<file path="config.mk">
export PLATFORM = sky130hd
export DESIGN_NAME = twowire_slave
export DESIGN_NICKNAME = d
export VERILOG_FILES = /design/src/design/twowire_slave.v
export VERILOG_INCLUDE_DIRS = /design/src /design/src/design
export SDC_FILE = /design/constraint.sdc
export NUM_CORES = 1
export LEC_CHECK = 0
export BUFFER_PORTS_ARGS = -buffer_cell sky130_fd_sc_hd__buf_2
export CAP_MARGIN = 15
export CORE_UTILIZATION = 64
export CTS_BUF_LIST = sky130_fd_sc_hd__clkbuf_8
export DETAILED_ROUTE_END_ITERATION = 8
export PLACE_DENSITY = 0.85
export SYNTH_ARGS = -nofsm -noshare
export SYNTH_HDL_FRONTEND = slang
export SYNTH_SLANG_ARGS = --single-unit
</file>
<file path="constraint.sdc">
create_clock -name CLK -period 3.6 [get_ports CLK]
set_clock_uncertainty 0.2 [all_clocks]
set_input_delay 0.54 -clock CLK [delete_from_list [all_inputs] [get_ports CLK]]
set_output_delay 0.54 -clock CLK [all_outputs]
set_load 0.05 [all_outputs]
</file>
<file path="src/design/twowire_regs.vh">
/*
  Register offsets, field positions, reset values and timing counts for the
  two-wire slave and bit-driven master block.
  Assumes the core's special function register bus with 8-bit data.
*/
`ifndef TWOWIRE_REGS_VH
`define TWOWIRE_REGS_VH

// ----------------------------------------------------------------------
// Register offsets
// ----------------------------------------------------------------------
`define ADR_OWN_SECOND   8'h91
`define ADR_OWN_THIRD    8'h92
`define ADR_OWN_FOURTH   8'h93
`define ADR_TRANSFER     8'h9a
`define ADR_OWN_FIRST    8'h9b
`define ADR_CONTROL      8'he8

// ----------------------------------------------------------------------
// Reset values
// ----------------------------------------------------------------------
`define RST_OWN_FIRST    8'h55
`define RST_OWN_OTHER    8'h7f
`define RST_TRANSFER     8'h00
`define RST_CONTROL      8'h00

// ----------------------------------------------------------------------
// Control register fields
// ----------------------------------------------------------------------
`define CTL_DATA_OUT     7
`define CTL_STOP_IRQ_EN  7
`define CTL_DATA_DRV     6
`define CTL_CLK_OUT      5
`define CTL_DATA_IN      4
`define CTL_MASTER       3
`define CTL_SOFT_RESET   2
`define CTL_DIR          1
`define CTL_DONE         0

// ----------------------------------------------------------------------
// Interrupt source codes and vector
// ----------------------------------------------------------------------
`define SRC_START        2'b00
`define SRC_RESTART      2'b01
`define SRC_DATA         2'b10
`define SRC_STOP         2'b11
`define IRQ_VECTOR_ADR   16'h003b

// ----------------------------------------------------------------------
// Timing
// ----------------------------------------------------------------------
`define CLK_PERIOD_PS    5000
`define SPIKE_NS         50
`define SPIKE_CYC        ((`SPIKE_NS * 1000 + `CLK_PERIOD_PS - 1) / `CLK_PERIOD_PS)

`endif

</file>
<file path="src/design/twowire_slave.v">
/*
  Two-wire interface: hardware slave with four own addresses, clock
  stretching and byte-done flag, plus a bit-driven software master.
  Assumes the core's register bus (address, write and read strobes, one
  cycle read latency), pins split into input, output and output enable,
  and an external pull-up resolving released lines.
*/
`timescale 1ns/10ps
`include "twowire_regs.vh"

module twowire_slave #(
  parameter FILT_CYC = `SPIKE_CYC
) (
  input  wire       CLK,
  input  wire       SRST,
  input  wire       CE,
  input  wire [7:0] SFR_ADDR,
  input  wire [7:0] SFR_WDATA,
  input  wire       SFR_WR,
  input  wire       SFR_RD,
  output reg  [7:0] SFR_RDATA,
  input  wire       SERIAL_PERIPH_ENABLE,
  input  wire       SERIAL_PERIPH_RELOCATE,
  input  wire       IRQ_ENABLE,
  input  wire       GLOBAL_IRQ_ENABLE,
  output reg        IRQ_REQ,
  output reg [15:0] IRQ_VECTOR,
  input  wire       SDA_IN,
  output reg        SDA_OUT,
  output reg        SDA_OE,
  input  wire       SCL_IN,
  output reg        SCL_OUT,
  output reg        SCL_OE
);

  // ----------------------------------------------------------------------
  // States
  // ----------------------------------------------------------------------
  localparam [6:0] S_IDLE  = 7'h01;
  localparam [6:0] S_RECV  = 7'h02;
  localparam [6:0] S_ACK   = 7'h04;
  localparam [6:0] S_WAIT  = 7'h08;
  localparam [6:0] S_SEND  = 7'h10;
  localparam [6:0] S_MACK  = 7'h20;
  localparam [6:0] S_HALT  = 7'h40;

  // Parallel compare of a received address against one own address
  function addr_hit;
    input [6:0] rx;
    input [7:0] own;
    begin
      addr_hit = (rx == own[6:0]);
    end
  endfunction

  reg [7:0] own_address_first;
  reg [7:0] own_address_second;
  reg [7:0] own_address_third;
  reg [7:0] own_address_fourth;
  reg [7:0] transfer_byte;
  reg       soft_data_out;
  reg       soft_data_drive_en;
  reg       soft_clock_out;
  reg       soft_data_in;
  reg       master_select;
  reg       iface_soft_reset;
  reg       slave_transmit_dir;
  reg       byte_done_flag;
  reg [1:0] src_code;
  reg       accessed;
  reg [6:0] state;
  reg [7:0] shifter;
  reg [2:0] bit_cnt;
  reg       addr_phase;
  reg       addressed;
  reg       ack_low;
  reg       sda_s1;
  reg       sda_s2;
  reg       scl_s1;
  reg       scl_s2;
  reg       sda_f;
  reg       scl_f;
  reg       sda_d;
  reg       scl_d;
  reg [7:0] sda_cnt;
  reg [7:0] scl_cnt;
  reg       hw_set;
  reg [1:0] hw_code;
  reg       next_sda_oe;
  reg       next_scl_oe;

  wire       iface_on   = ~SERIAL_PERIPH_ENABLE | SERIAL_PERIPH_RELOCATE;
  wire       slave_run  = iface_on & ~master_select & ~iface_soft_reset;
  wire       wr_xfer    = SFR_WR & (SFR_ADDR == `ADR_TRANSFER);
  wire       rd_xfer    = SFR_RD & (SFR_ADDR == `ADR_TRANSFER);
  wire       xfer_acc   = wr_xfer | rd_xfer;
  wire       wr_ctl     = SFR_WR & (SFR_ADDR == `ADR_CONTROL);
  wire       scl_rise   = scl_f & ~scl_d;
  wire       scl_fall   = ~scl_f & scl_d;
  wire       start_cond = scl_f & scl_d & ~sda_f & sda_d;
  wire       stop_cond  = scl_f & scl_d & sda_f & ~sda_d;
  wire [7:0] rx_byte    = {shifter[6:0], sda_f};
  wire       match      = addr_hit(rx_byte[7:1], own_address_first)
                        | addr_hit(rx_byte[7:1], own_address_second)
                        | addr_hit(rx_byte[7:1], own_address_third)
                        | addr_hit(rx_byte[7:1], own_address_fourth);

  // ----------------------------------------------------------------------
  // Pin synchronisers and spike filters
  // ----------------------------------------------------------------------

  // Two flops on each pin before anything looks at it
  always @(posedge CLK)
  begin
    if (SRST)
    begin
      sda_s1 <= 1'b1;
      sda_s2 <= 1'b1;
      scl_s1 <= 1'b1;
      scl_s2 <= 1'b1;
    end
    else if (CE)
    begin
      sda_s1 <= SDA_IN;
      sda_s2 <= sda_s1;
      scl_s1 <= SCL_IN;
      scl_s2 <= scl_s1;
    end
  end

  // A new level is taken only after it has held for the full spike width
  always @(posedge CLK)
  begin
    if (SRST)
    begin
      sda_f   <= 1'b1;
      scl_f   <= 1'b1;
      sda_d   <= 1'b1;
      scl_d   <= 1'b1;
      sda_cnt <= 8'h00;
      scl_cnt <= 8'h00;
    end
    else if (CE)
    begin
      sda_d <= sda_f;
      scl_d <= scl_f;
      if (sda_s2 == sda_f)
        sda_cnt <= 8'h00;
      else if (sda_cnt == FILT_CYC[7:0] - 8'h01)
      begin
        sda_f   <= sda_s2;
        sda_cnt <= 8'h00;
      end
      else
        sda_cnt <= sda_cnt + 8'h01;
      if (scl_s2 == scl_f)
        scl_cnt <= 8'h00;
      else if (scl_cnt == FILT_CYC[7:0] - 8'h01)
      begin
        scl_f   <= scl_s2;
        scl_cnt <= 8'h00;
      end
      else
        scl_cnt <= scl_cnt + 8'h01;
    end
  end

  // ----------------------------------------------------------------------
  // Slave state machine
  // ----------------------------------------------------------------------

  // Bus sequencing; hw_set pulses when a byte or stop earns the flag
  always @(posedge CLK)
  begin
    if (SRST)
    begin
      state              <= S_IDLE;
      shifter            <= 8'h00;
      bit_cnt            <= 3'd0;
      addr_phase         <= 1'b0;
      addressed          <= 1'b0;
      ack_low            <= 1'b0;
      slave_transmit_dir <= 1'b0;
      hw_set             <= 1'b0;
      hw_code            <= `SRC_START;
      transfer_byte      <= `RST_TRANSFER;
    end
    else if (CE)
    begin
      hw_set <= 1'b0;
      if (wr_xfer)
        transfer_byte <= SFR_WDATA;
      if (!slave_run)
      begin
        state      <= S_IDLE;
        addressed  <= 1'b0;
        ack_low    <= 1'b0;
        slave_transmit_dir <= 1'b0;
      end
      else if (state != S_HALT && xfer_acc && accessed)
        state <= S_HALT;
      else if (state != S_HALT && stop_cond)
      begin
        state   <= S_IDLE;
        ack_low <= 1'b0;
        if (addressed && iface_soft_reset == 1'b0 && soft_data_out)
        begin
          hw_set  <= 1'b1;
          hw_code <= `SRC_STOP;
        end
        addressed <= 1'b0;
      end
      else if (state != S_HALT && start_cond && (state == S_IDLE || !slave_transmit_dir))
      begin
        state      <= S_RECV;
        bit_cnt    <= 3'd0;
        addr_phase <= 1'b1;
        ack_low    <= 1'b0;
        hw_code    <= (state == S_IDLE) ? `SRC_START : `SRC_RESTART;
      end
      else
      begin
        case (state)
          S_IDLE:
            addressed <= 1'b0;
          S_RECV:
            if (scl_rise)
            begin
              shifter <= rx_byte;
              bit_cnt <= bit_cnt + 3'd1;
              if (bit_cnt == 3'd7)
              begin
                if (addr_phase && !match)
                  state <= S_IDLE;
                else
                begin
                  state         <= S_ACK;
                  transfer_byte <= rx_byte;
                  if (addr_phase)
                  begin
                    slave_transmit_dir <= rx_byte[0];
                    addressed          <= 1'b1;
                  end
                  else
                    hw_code <= `SRC_DATA;
                end
              end
            end
          S_ACK:
            if (scl_fall)
            begin
              if (!ack_low)
                ack_low <= 1'b1;
              else
              begin
                ack_low    <= 1'b0;
                addr_phase <= 1'b0;
                hw_set     <= 1'b1;
                state      <= S_WAIT;
              end
            end
          S_WAIT:
            if (!byte_done_flag && !hw_set)
            begin
              bit_cnt <= 3'd0;
              if (slave_transmit_dir)
              begin
                shifter <= transfer_byte;
                state   <= S_SEND;
              end
              else
                state <= S_RECV;
            end
          S_SEND:
            if (scl_fall)
            begin
              shifter <= {shifter[6:0], 1'b1};
              bit_cnt <= bit_cnt + 3'd1;
              if (bit_cnt == 3'd7)
                state <= S_MACK;
            end
          S_MACK:
            if (scl_rise)
            begin
              if (sda_f)
              begin
                state     <= S_IDLE;
                addressed <= 1'b0;
              end
              else
              begin
                hw_set  <= 1'b1;
                hw_code <= `SRC_DATA;
                state   <= S_WAIT;
              end
            end
          S_HALT:
            state <= S_HALT;
          default:
            state <= S_IDLE;
        endcase
      end
    end
  end

  // ----------------------------------------------------------------------
  // Byte-done flag, source code and access tracking
  // ----------------------------------------------------------------------

  // Hardware set wins over a clearing access in the same cycle
  always @(posedge CLK)
  begin
    if (SRST)
    begin
      byte_done_flag <= 1'b0;
      src_code       <= `SRC_START;
      accessed       <= 1'b0;
    end
    else if (CE)
    begin
      if (!slave_run)
      begin
        byte_done_flag <= 1'b0;
        accessed       <= 1'b0;
      end
      else if (hw_set)
      begin
        byte_done_flag <= 1'b1;
        src_code       <= hw_code;
        accessed       <= 1'b0;
      end
      else if (xfer_acc)
      begin
        byte_done_flag <= 1'b0;
        accessed       <= 1'b1;
      end
      else if (wr_ctl)
        byte_done_flag <= SFR_WDATA[`CTL_DONE];
    end
  end

  // ----------------------------------------------------------------------
  // Software-written registers
  // ----------------------------------------------------------------------

  // Address and control writes; data-in samples the clock rise
  always @(posedge CLK)
  begin
    if (SRST)
    begin
      own_address_first  <= `RST_OWN_FIRST;
      own_address_second <= `RST_OWN_OTHER;
      own_address_third  <= `RST_OWN_OTHER;
      own_address_fourth <= `RST_OWN_OTHER;
      soft_data_out      <= 1'b0;
      soft_data_drive_en <= 1'b0;
      soft_clock_out     <= 1'b0;
      soft_data_in       <= 1'b0;
      master_select      <= 1'b0;
      iface_soft_reset   <= 1'b0;
    end
    else if (CE)
    begin
      if (SFR_WR)
      begin
        case (SFR_ADDR)
          `ADR_OWN_FIRST:  own_address_first  <= SFR_WDATA;
          `ADR_OWN_SECOND: own_address_second <= SFR_WDATA;
          `ADR_OWN_THIRD:  own_address_third  <= SFR_WDATA;
          `ADR_OWN_FOURTH: own_address_fourth <= SFR_WDATA;
          `ADR_CONTROL:
          begin
            soft_data_out      <= SFR_WDATA[`CTL_DATA_OUT];
            soft_data_drive_en <= SFR_WDATA[`CTL_DATA_DRV];
            soft_clock_out     <= SFR_WDATA[`CTL_CLK_OUT];
            master_select      <= SFR_WDATA[`CTL_MASTER];
            iface_soft_reset   <= SFR_WDATA[`CTL_SOFT_RESET];
          end
          default: ;
        endcase
      end
      if (!soft_data_drive_en && scl_rise)
        soft_data_in <= sda_f;
    end
  end

  // ----------------------------------------------------------------------
  // Pin drive, interrupt request and read data
  // ----------------------------------------------------------------------

  // Open-drain pulls in slave mode, push-pull in software master mode
  always @*
  begin
    next_sda_oe = 1'b0;
    next_scl_oe = 1'b0;
    if (iface_on && master_select)
    begin
      next_sda_oe = soft_data_drive_en;
      next_scl_oe = 1'b1;
    end
    else if (slave_run)
    begin
      next_sda_oe = (state == S_ACK && ack_low) || (state == S_SEND && !shifter[7]);
      next_scl_oe = (state == S_WAIT) && !scl_f && (byte_done_flag || hw_set);
    end
  end

  // All outputs registered
  always @(posedge CLK)
  begin
    if (SRST)
    begin
      SDA_OUT    <= 1'b0;
      SDA_OE     <= 1'b0;
      SCL_OUT    <= 1'b0;
      SCL_OE     <= 1'b0;
      IRQ_REQ    <= 1'b0;
      IRQ_VECTOR <= `IRQ_VECTOR_ADR;
      SFR_RDATA  <= 8'h00;
    end
    else if (CE)
    begin
      SDA_OUT    <= master_select & soft_data_out;
      SDA_OE     <= next_sda_oe;
      SCL_OUT    <= master_select & soft_clock_out;
      SCL_OE     <= next_scl_oe;
      IRQ_REQ    <= byte_done_flag & IRQ_ENABLE & GLOBAL_IRQ_ENABLE;
      IRQ_VECTOR <= `IRQ_VECTOR_ADR;
      if (SFR_RD)
      begin
        case (SFR_ADDR)
          `ADR_OWN_FIRST:  SFR_RDATA <= own_address_first;
          `ADR_OWN_SECOND: SFR_RDATA <= own_address_second;
          `ADR_OWN_THIRD:  SFR_RDATA <= own_address_third;
          `ADR_OWN_FOURTH: SFR_RDATA <= own_address_fourth;
          `ADR_TRANSFER:   SFR_RDATA <= transfer_byte;
          `ADR_CONTROL:
            if (master_select)
              SFR_RDATA <= {soft_data_out, soft_data_drive_en, soft_clock_out, soft_data_in,
                            1'b1, 3'b000};
            else
              SFR_RDATA <= {soft_data_out, 1'b0, src_code, 1'b0, iface_soft_reset,
                            slave_transmit_dir, byte_done_flag};
          default:         SFR_RDATA <= 8'h00;
        endcase
      end
    end
  end

endmodule // twowire_slave

</file>
==> results of run 1 <==
## stage by stage
stage / setup slack [ns] / hold slack [ns] / cell area [sq um]
final: 0.915 / 0.178 / 6750
after global routing: 0.769 / 0.204 / 6750
after CTS: 0.950 / 0.169 / 6750
after detailed placement: 0.764 / 0.260 / 6570
after global placement: 0.847 / 0.240 / 6570
after floorplan: 1.07 / 0.241 / 6470
## final cells by class
cell class | instances | area, sq um
Tap cell | 133 | 166
Sequential cell | 112 | 2240
Fill cell | 821 | 2980
Clock buffer | 11 | 151
Multi-Input combinational cell | 593 | 3840
Inverter | 16 | 60.1
Clock inverter | 5 | 32.5
Timing Repair Buffer | 47 | 255
## critical path, stage by stage, from the launching register on
cell and delay, ns:
dfxtp_1 0.67, nor3_4 0.15, and4b_1 0.38, a211oi_1 0.41, a31oi_2 0.19, a21oi_2 0.37, mux2i_1 0.24
## layer usage
layer | wire (microns) | up-vias | track usage [%]
met1 | 7080 | 2698 | 41.2
met2 | 7610 | 247 | 52.5
met3 | 934 | 47 | 4.10
met5 | 0 | - | 0
li1 | - | 2706 | -
met4 | 697 | 0 | 17.4
## synthesized netlist by cell type (all sizes together), types with 3 or more instances
master	count	area share (%)
mux2i	54	8.4
a221oi	4	0.55
nand4	8	0.78
and2	6	0.62
xnor2	4	0.55
inv	16	0.94
nor4b	4	0.88
nand2	103	6.1
nor4	9	1.2
nand3	22	1.9
a21o	3	0.35
or4	3	0.47
a22oi	8	0.94
a21oi	60	5.0
nor3	17	1.6
a31oi	9	0.98
nor2b	9	0.88
dfxtp	112	35
and3	11	1.1
buf	26	2.8
a211oi	10	1.4
xor2	37	5.1
o21ai	32	2.5
mux2	8	1.4
a311o	7	1.1
nor2	77	4.8
ha	6	1.2
nand2b	7	0.68
nor3b	14	1.6
clkbuf	38	2.2
o211ai	5	0.66
or3	5	0.49
## sequential cells by signal, indices dropped and copies added, names as in the netlist, 8 cells and up
name / cells
shifter: 8
SFR_RDATA: 8
sda_cnt: 8
transfer_byte: 8
own_address_first: 8
own_address_second: 8
own_address_third: 8
scl_cnt: 8
own_address_fourth: 8
## power by group through the flow
stage | logic [uW] | clock network, uW | registers, uW
after floorplan | 171 | 0 | 1300
after CTS | 232 | 738 | 1260
after global placement | 229 | 0 | 1290
after detailed placement | 231 | 0 | 1290
final | 234 | 730 | 1260
after global routing | 252 | 775 | 1260
## worst max-delay path by stage
stage / endpoint / slack (ns)
2_1_floorplan: transfer_byte[0] / 1.07
3_3_place_gp: transfer_byte[0] / 0.85
3_5_place_dp: transfer_byte[0] / 0.76
4_1_cts: state[3] / 0.95
5_1_grt: state[3] / 0.77
6_report: state[3] / 0.92
## logic make-up after synthesis
family / after synthesis / synth area share, %
flops: 112 / 35.0
compound gates: 159 / 16.8
buf+inv: 80 / 5.97
fa+ha+maj: 6 / 1.17
simple gates: 308 / 25.2
xor+xnor: 41 / 5.60
mux: 63 / 10.2
other cells: 2 / 0.117
==> summary.md, run 1 <==
| Metric | Value |
|---|---|
| Outcome | `finished clean` |
| Fin. max-slew vios | `0` |
| Post-Place Cells | `~900` |
| WL/cell | `approximately 18 microns` |
| Tot Pwr | `between 2000 and 2500 uW` |
| Sink Count | `roughly 110` |
| I/O pin cnt | `between 50 and 60` |
| Worst EP arrival | `about 2.8 ns` |
| Post-layout min period | `2.68 ns` |
| Netlist Area Pre-Place | `between 6000 and 7000 sq um` |
| Max-slew headroom | `43.0%` |
| Psw | `619 uW` |
| Worst-path maximum fanout | `11` |
| DRC marker count from the first detailed-route iteration | `325` |
| Final ANT Viol Nets | `0` |
| Share of cells above drive strength 1 | `12.4%` |
| Reg-to-reg startpoint | `state[4]` |
| Antenna violations before repair | `0` |
| Req. time, crit path | `~3.7 ns` |
| Routability cong. | `0.947` |
| Fin. Hold Viols | `0` |
| HPWL Detailed | `12,000 microns` |
| Total gr overflow | `0` |
| CTS H-tree depth | `3` |
| Worst min-delay path class | `in2reg` |
| Die Width | `slightly above 100 microns` |
| Most common cell after layout, fill and taps aside | `dfxtp_1` |
| Tcrit/Tclk final | `between 70% and 80%` |
| Gr usage total | `32.1%` |
| Synth Flop Type | `dfxtp_1` |
| Setup_tns | `0 ns` |
| Number of synthesized register bits | `112` |
| Drt first pass iters | `5` |
| Clock Power Share | `32.8%` |
| Unique cell type count in the Yosys netlist | `85` |
| CTS resizes | `0` |
| Worst Setup Start Kind | `register` |
| Clock buffer depth | `2` |
| Largest net degree at the start of global routing | `52` |
| P per Cell Area | `329 nW/um^2` |
| WS Path Type | `reg2reg` |
| Hold-critical path depth | `3` |
| LEAKAGE | `between 0.002 and 0.003 uW` |
| Async SR Flop Fraction | `0%` |
| Die area | `10,400 sq um` |
| # port buffers | `39` |
| Vias in the first global route | `between 5,000 and 6,000` |
| Max_cap viols | `0` |
| Inserted Diodes | `0` |
| Reg2Reg Capture Point | `state[3]` |
| Most frequent cells in the layout | `112 x dfxtp_1, 102 x nand2_1, 75 x nor2_1` |
| # hold bufs at CTS | `0` |
| Logic gate share of total power | `10.5%` |
| Synth warnings | `0` |
| Worst slew pin tran | `0.850 ns` |
| Ratio of routed vias to standard cells | `6.21` |
| Initial Util | `65.9%` |
| CP Capture Type | `register` |
| Peak supply drop | `about 0.00020 V` |
| P&R area growth vs syn | `5.23%` |
| Die height | `102 microns` |
| Core region area | `9730 sq um` |
| Syn avg cell area | `8.32 sq um` |
| Setup bufs post-CTS | `0` |
| Clock-pin slew on the worst setup and hold paths | `roughly 0.10 ns` |
| Share of power burned in registers | `56.6%` |
| Hold_sp | `SDA_IN` |
| RSZ-0062 raised after global routing | `no` |
| Sequential share of the synthesized area | `35.0%` |
| Reg2reg path depth | `6` |
| CTS root buf | `clkbuf_8` |
| CTS tree | `yes` |
| Synth Instances | `771` |
| First-pass GRT wire length | `25,900 microns` |
| Via count | `5,698` |
| Switching share of power | `27.8%` |
| Latest clock arrival within the worst-skew pair | `0.38 ns` |
| # rows | `36` |
| Post-synth EDFFs | `0` |
| R2R Setup Slk | `~0.92 ns` |
| Hold Path End | `sda_s1` |
| Max Clock Freq | `372 MHz` |
| Residual DRC | `0` |
| Fin cells | `917` |
| Setup violations, final | `0` |
| Power Internal | `1600 uW` |
| Final nets | `812` |
| Routed WL | `16,300 microns` |
| Crit path from | `state[4]` |
| Cts bufs inserted | `9` |
| Post-layout util | `69.4%` |
No activity file was read; power rests on OpenSTA's default activity.
==> inputs of run 2 (changes only) <==
CORE_UTILIZATION = 56   (was 64)
PLACE_DENSITY = 0.79   (was 0.85)
clock period = 2.17 ns   (was 3.6 ns; I/O delays follow)
==> run 2 against run 1 <==
Against the previous run:
- the run now ends with negative setup slack left
- cell count is 12% higher
- sequential share of layout area shrank 5.0 points
- fmax rose by 14%
- combinational power rose by 110%
- setup slack lost 1.1 ns
- first-iteration DRC count is 83% higher
- power rose by 73%
- final area up 19%
- global-route usage grew 0.089 points
- utilization is 3.5 points higher
- via count grew 9.3%
- register-to-register slack got worse by 1.1 ns
- critical endpoint is now addressed
- largest cell class unchanged
==> summary.md, run 2 (same netlist as run 1, synthesis figures left out) <==
| Metric | Value |
|---|---|
| Outcome | `complete, but fails checks` |
| Failing checks | `negative setup slack` |
| CTS tree | `yes` |
| Fin. Hold Viols | `0` |
| Most frequent cells in the layout | `104 x dfxtp_1, 99 x nand2_1, 88 x buf_4` |
| Cts bufs inserted | `9` |
| Initial Util | `58.4%` |
| Largest delay share family, worst path | `simple AND/OR/NAND/NOR gates` |
| Latest clock arrival within the worst-skew pair | `0.41 ns` |
| Gr usage total | `32.2%` |
| Reg2reg path depth | `9` |
| Post-DP Area | `7310 sq um` |
| CTS H-tree depth | `3` |
| Most common cell after layout, fill and taps aside | `dfxtp_1` |
| P&R area growth vs syn | `24.7%` |
| Fin. max-slew vios | `0` |
| Peak supply drop | `0.000646 V` |
| Fillers | `808` |
| Die area | `approximately 12,000 sq um` |
| Hold Path End | `IRQ_REQ` |
| Share of cells above drive strength 1 | `between 20% and 30%` |
| Vias in the first global route | `roughly 6,000` |
| Worst EP arrival | `2.50 ns` |
| Cells along the critical path | `buf_6 -> nor4b_4 -> buf_4 -> a211oi_4 -> a21oi_4 -> buf_6 -> nand2_4 -> or4_4 -> a21oi_2` |
| Buf+Inv Stages, Crit Path | `3` |
| Worst slew pin tran | `between 0.6 and 0.7 ns` |
| Post-layout util | `72.8%` |
| Reg2Reg Capture Point | `addressed` |
| WS Path Type | `reg2reg` |
| Req. time, crit path | `2.32 ns` |
| Final nets | `between 900 and 1,000` |
| Max Clock Freq | `425 MHz` |
| Setup violations, final | `28` |
| Reg-to-reg startpoint | `state[3]` |
| Clock-pin slew on the worst setup and hold paths | `0.12 ns` |
| Core region area | `11,000 sq um` |
| Total gr overflow | `0` |
| HPWL Detailed | `approximately 14,000 microns` |
| WL/cell | `18.3 microns` |
| CP Capture Type | `register` |
| Hold_sp | `IRQ_ENABLE` |
| Hold-critical path depth | `3` |
| LEAKAGE | `0.00323 uW` |
| Tcrit/Tclk final | `109%` |
| CTS root buf | `clkbuf_8` |
| Final ANT Viol Nets | `0` |
| Max-slew headroom | `57.4%` |
| Drt first pass iters | `7` |
| # rows | `38` |
| Die Width | `109 microns` |
| Worst Setup Slack, final | `-0.185 ns` |
| Antenna violations before repair | `0` |
| Via count | `6,228` |
| Routed WL | `18,800 microns` |
| # port buffers | `39` |
| Top cell by count, worst path | `buf_6` |
| Sink Count | `112` |
| Max_cap viols | `0` |
| DRC marker count from the first detailed-route iteration | `596` |
| Worst-path maximum fanout | `6` |
| Post-Place Cells | `990` |
| First-pass GRT wire length | `a little under 30,000 microns` |
| Fin cells | `1,029` |
| I/O pin cnt | `56` |
| P per Cell Area | `481 nW/um^2` |
| Slowest CP cell | `or4_4` |
| Post-layout min period | `2.36 ns` |
| Crit path from | `state[3]` |
| Worst min-delay path class | `in2reg` |
| RSZ-0062 raised after global routing | `yes` |
| Residual DRC | `0` |
| Clock buffer depth | `2` |
| Design area | `8000 sq um` |
| Max incr delay on CP | `just under 0.5 ns` |
| Worst Setup Start Kind | `register` |
| Routability cong. | `between 0.9 and 1` |
| Die height | `approximately 110 microns` |
| Ratio of routed vias to standard cells | `6.05` |
| Largest net degree at the start of global routing | `50` |
| R2R Setup Slk | `-0.19 ns` |
| Inserted Diodes | `0` |
-- run 2: final cells by class --
| type | instances | area, sq um | share of cell area, % |
|---|---|---|---|
| timing repair buffer | 151 | 1180 | 14.7 |
| clock inverter | 7 | 72.6 | 0.907 |
| tap | 140 | 175 | 2.19 |
| multi-input combinational | 594 | 4130 | 51.7 |
| clock buffer | 9 | 124 | 1.55 |
| sequential | 112 | 2260 | 28.2 |
| inverter | 16 | 60.1 | 0.751 |
-- run 2: tightest hold or removal path: cells and delay by family --
family | cells | cell delay (ns)
and+or+nand+nor | 1 | 0.08
AOI/OAI and AO/OA | 1 | 0.06
buffers and inverters | 1 | 0.10
-- run 2: routing by layer --
layer  GRT usage [%]  vias up  routed length (microns)
met3            6.81       77                     1300
met2            53.9      294                     9000
met1            38.2     2935                     7610
met4            17.9        0                      895
met5               0        -                        0
li1                -     2922                        -
-- run 2: timing repair --
item | in CTS | in global routing
setup buffers | 5 | 9
endpoints found under the setup margin | 29 | 32
hold buffers | 9 | 0
resized for setup | 25 | 36
pin swaps | 13 | 27
hold endpoints to repair | 17 | 0
cloned | 1 | 0
-- run 2: worst max-delay path by stage --
stage,depth (start not counted),slack [ns],endpoint
final,9,-0.19,addressed
after global routing,9,-0.25,addressed
after CTS,6,-0.1,addressed
after detailed placement,7,-0.16,shifter[0]
after global placement,7,-0.14,shifter[0]
after floorplan,7,-0.04,transfer_byte[0]
-- run 2: power by group --
group	switching, uW	internal, uW
sequential	14.8	2070
combinational	320	183
clock	810	452
total	1140	2710
-- run 2: through the flow --
| stage | worst slack [ns] | setup TNS (ns) | total power [uW] | hold WS [ns] |
|---|---|---|---|---|
| after floorplan | -0.0407 | -0.0531 | 2450 | 0.241 |
| after global placement | -0.141 | -1.51 | 2570 | 0.243 |
| after detailed placement | -0.164 | -3.54 | 2580 | 0.251 |
| after CTS | -0.0972 | -0.734 | 3830 | 0.00548 |
| after global routing | -0.248 | -4.47 | 3990 | 0.00449 |
| final | -0.185 | -2.12 | 3850 | 0.00771 |
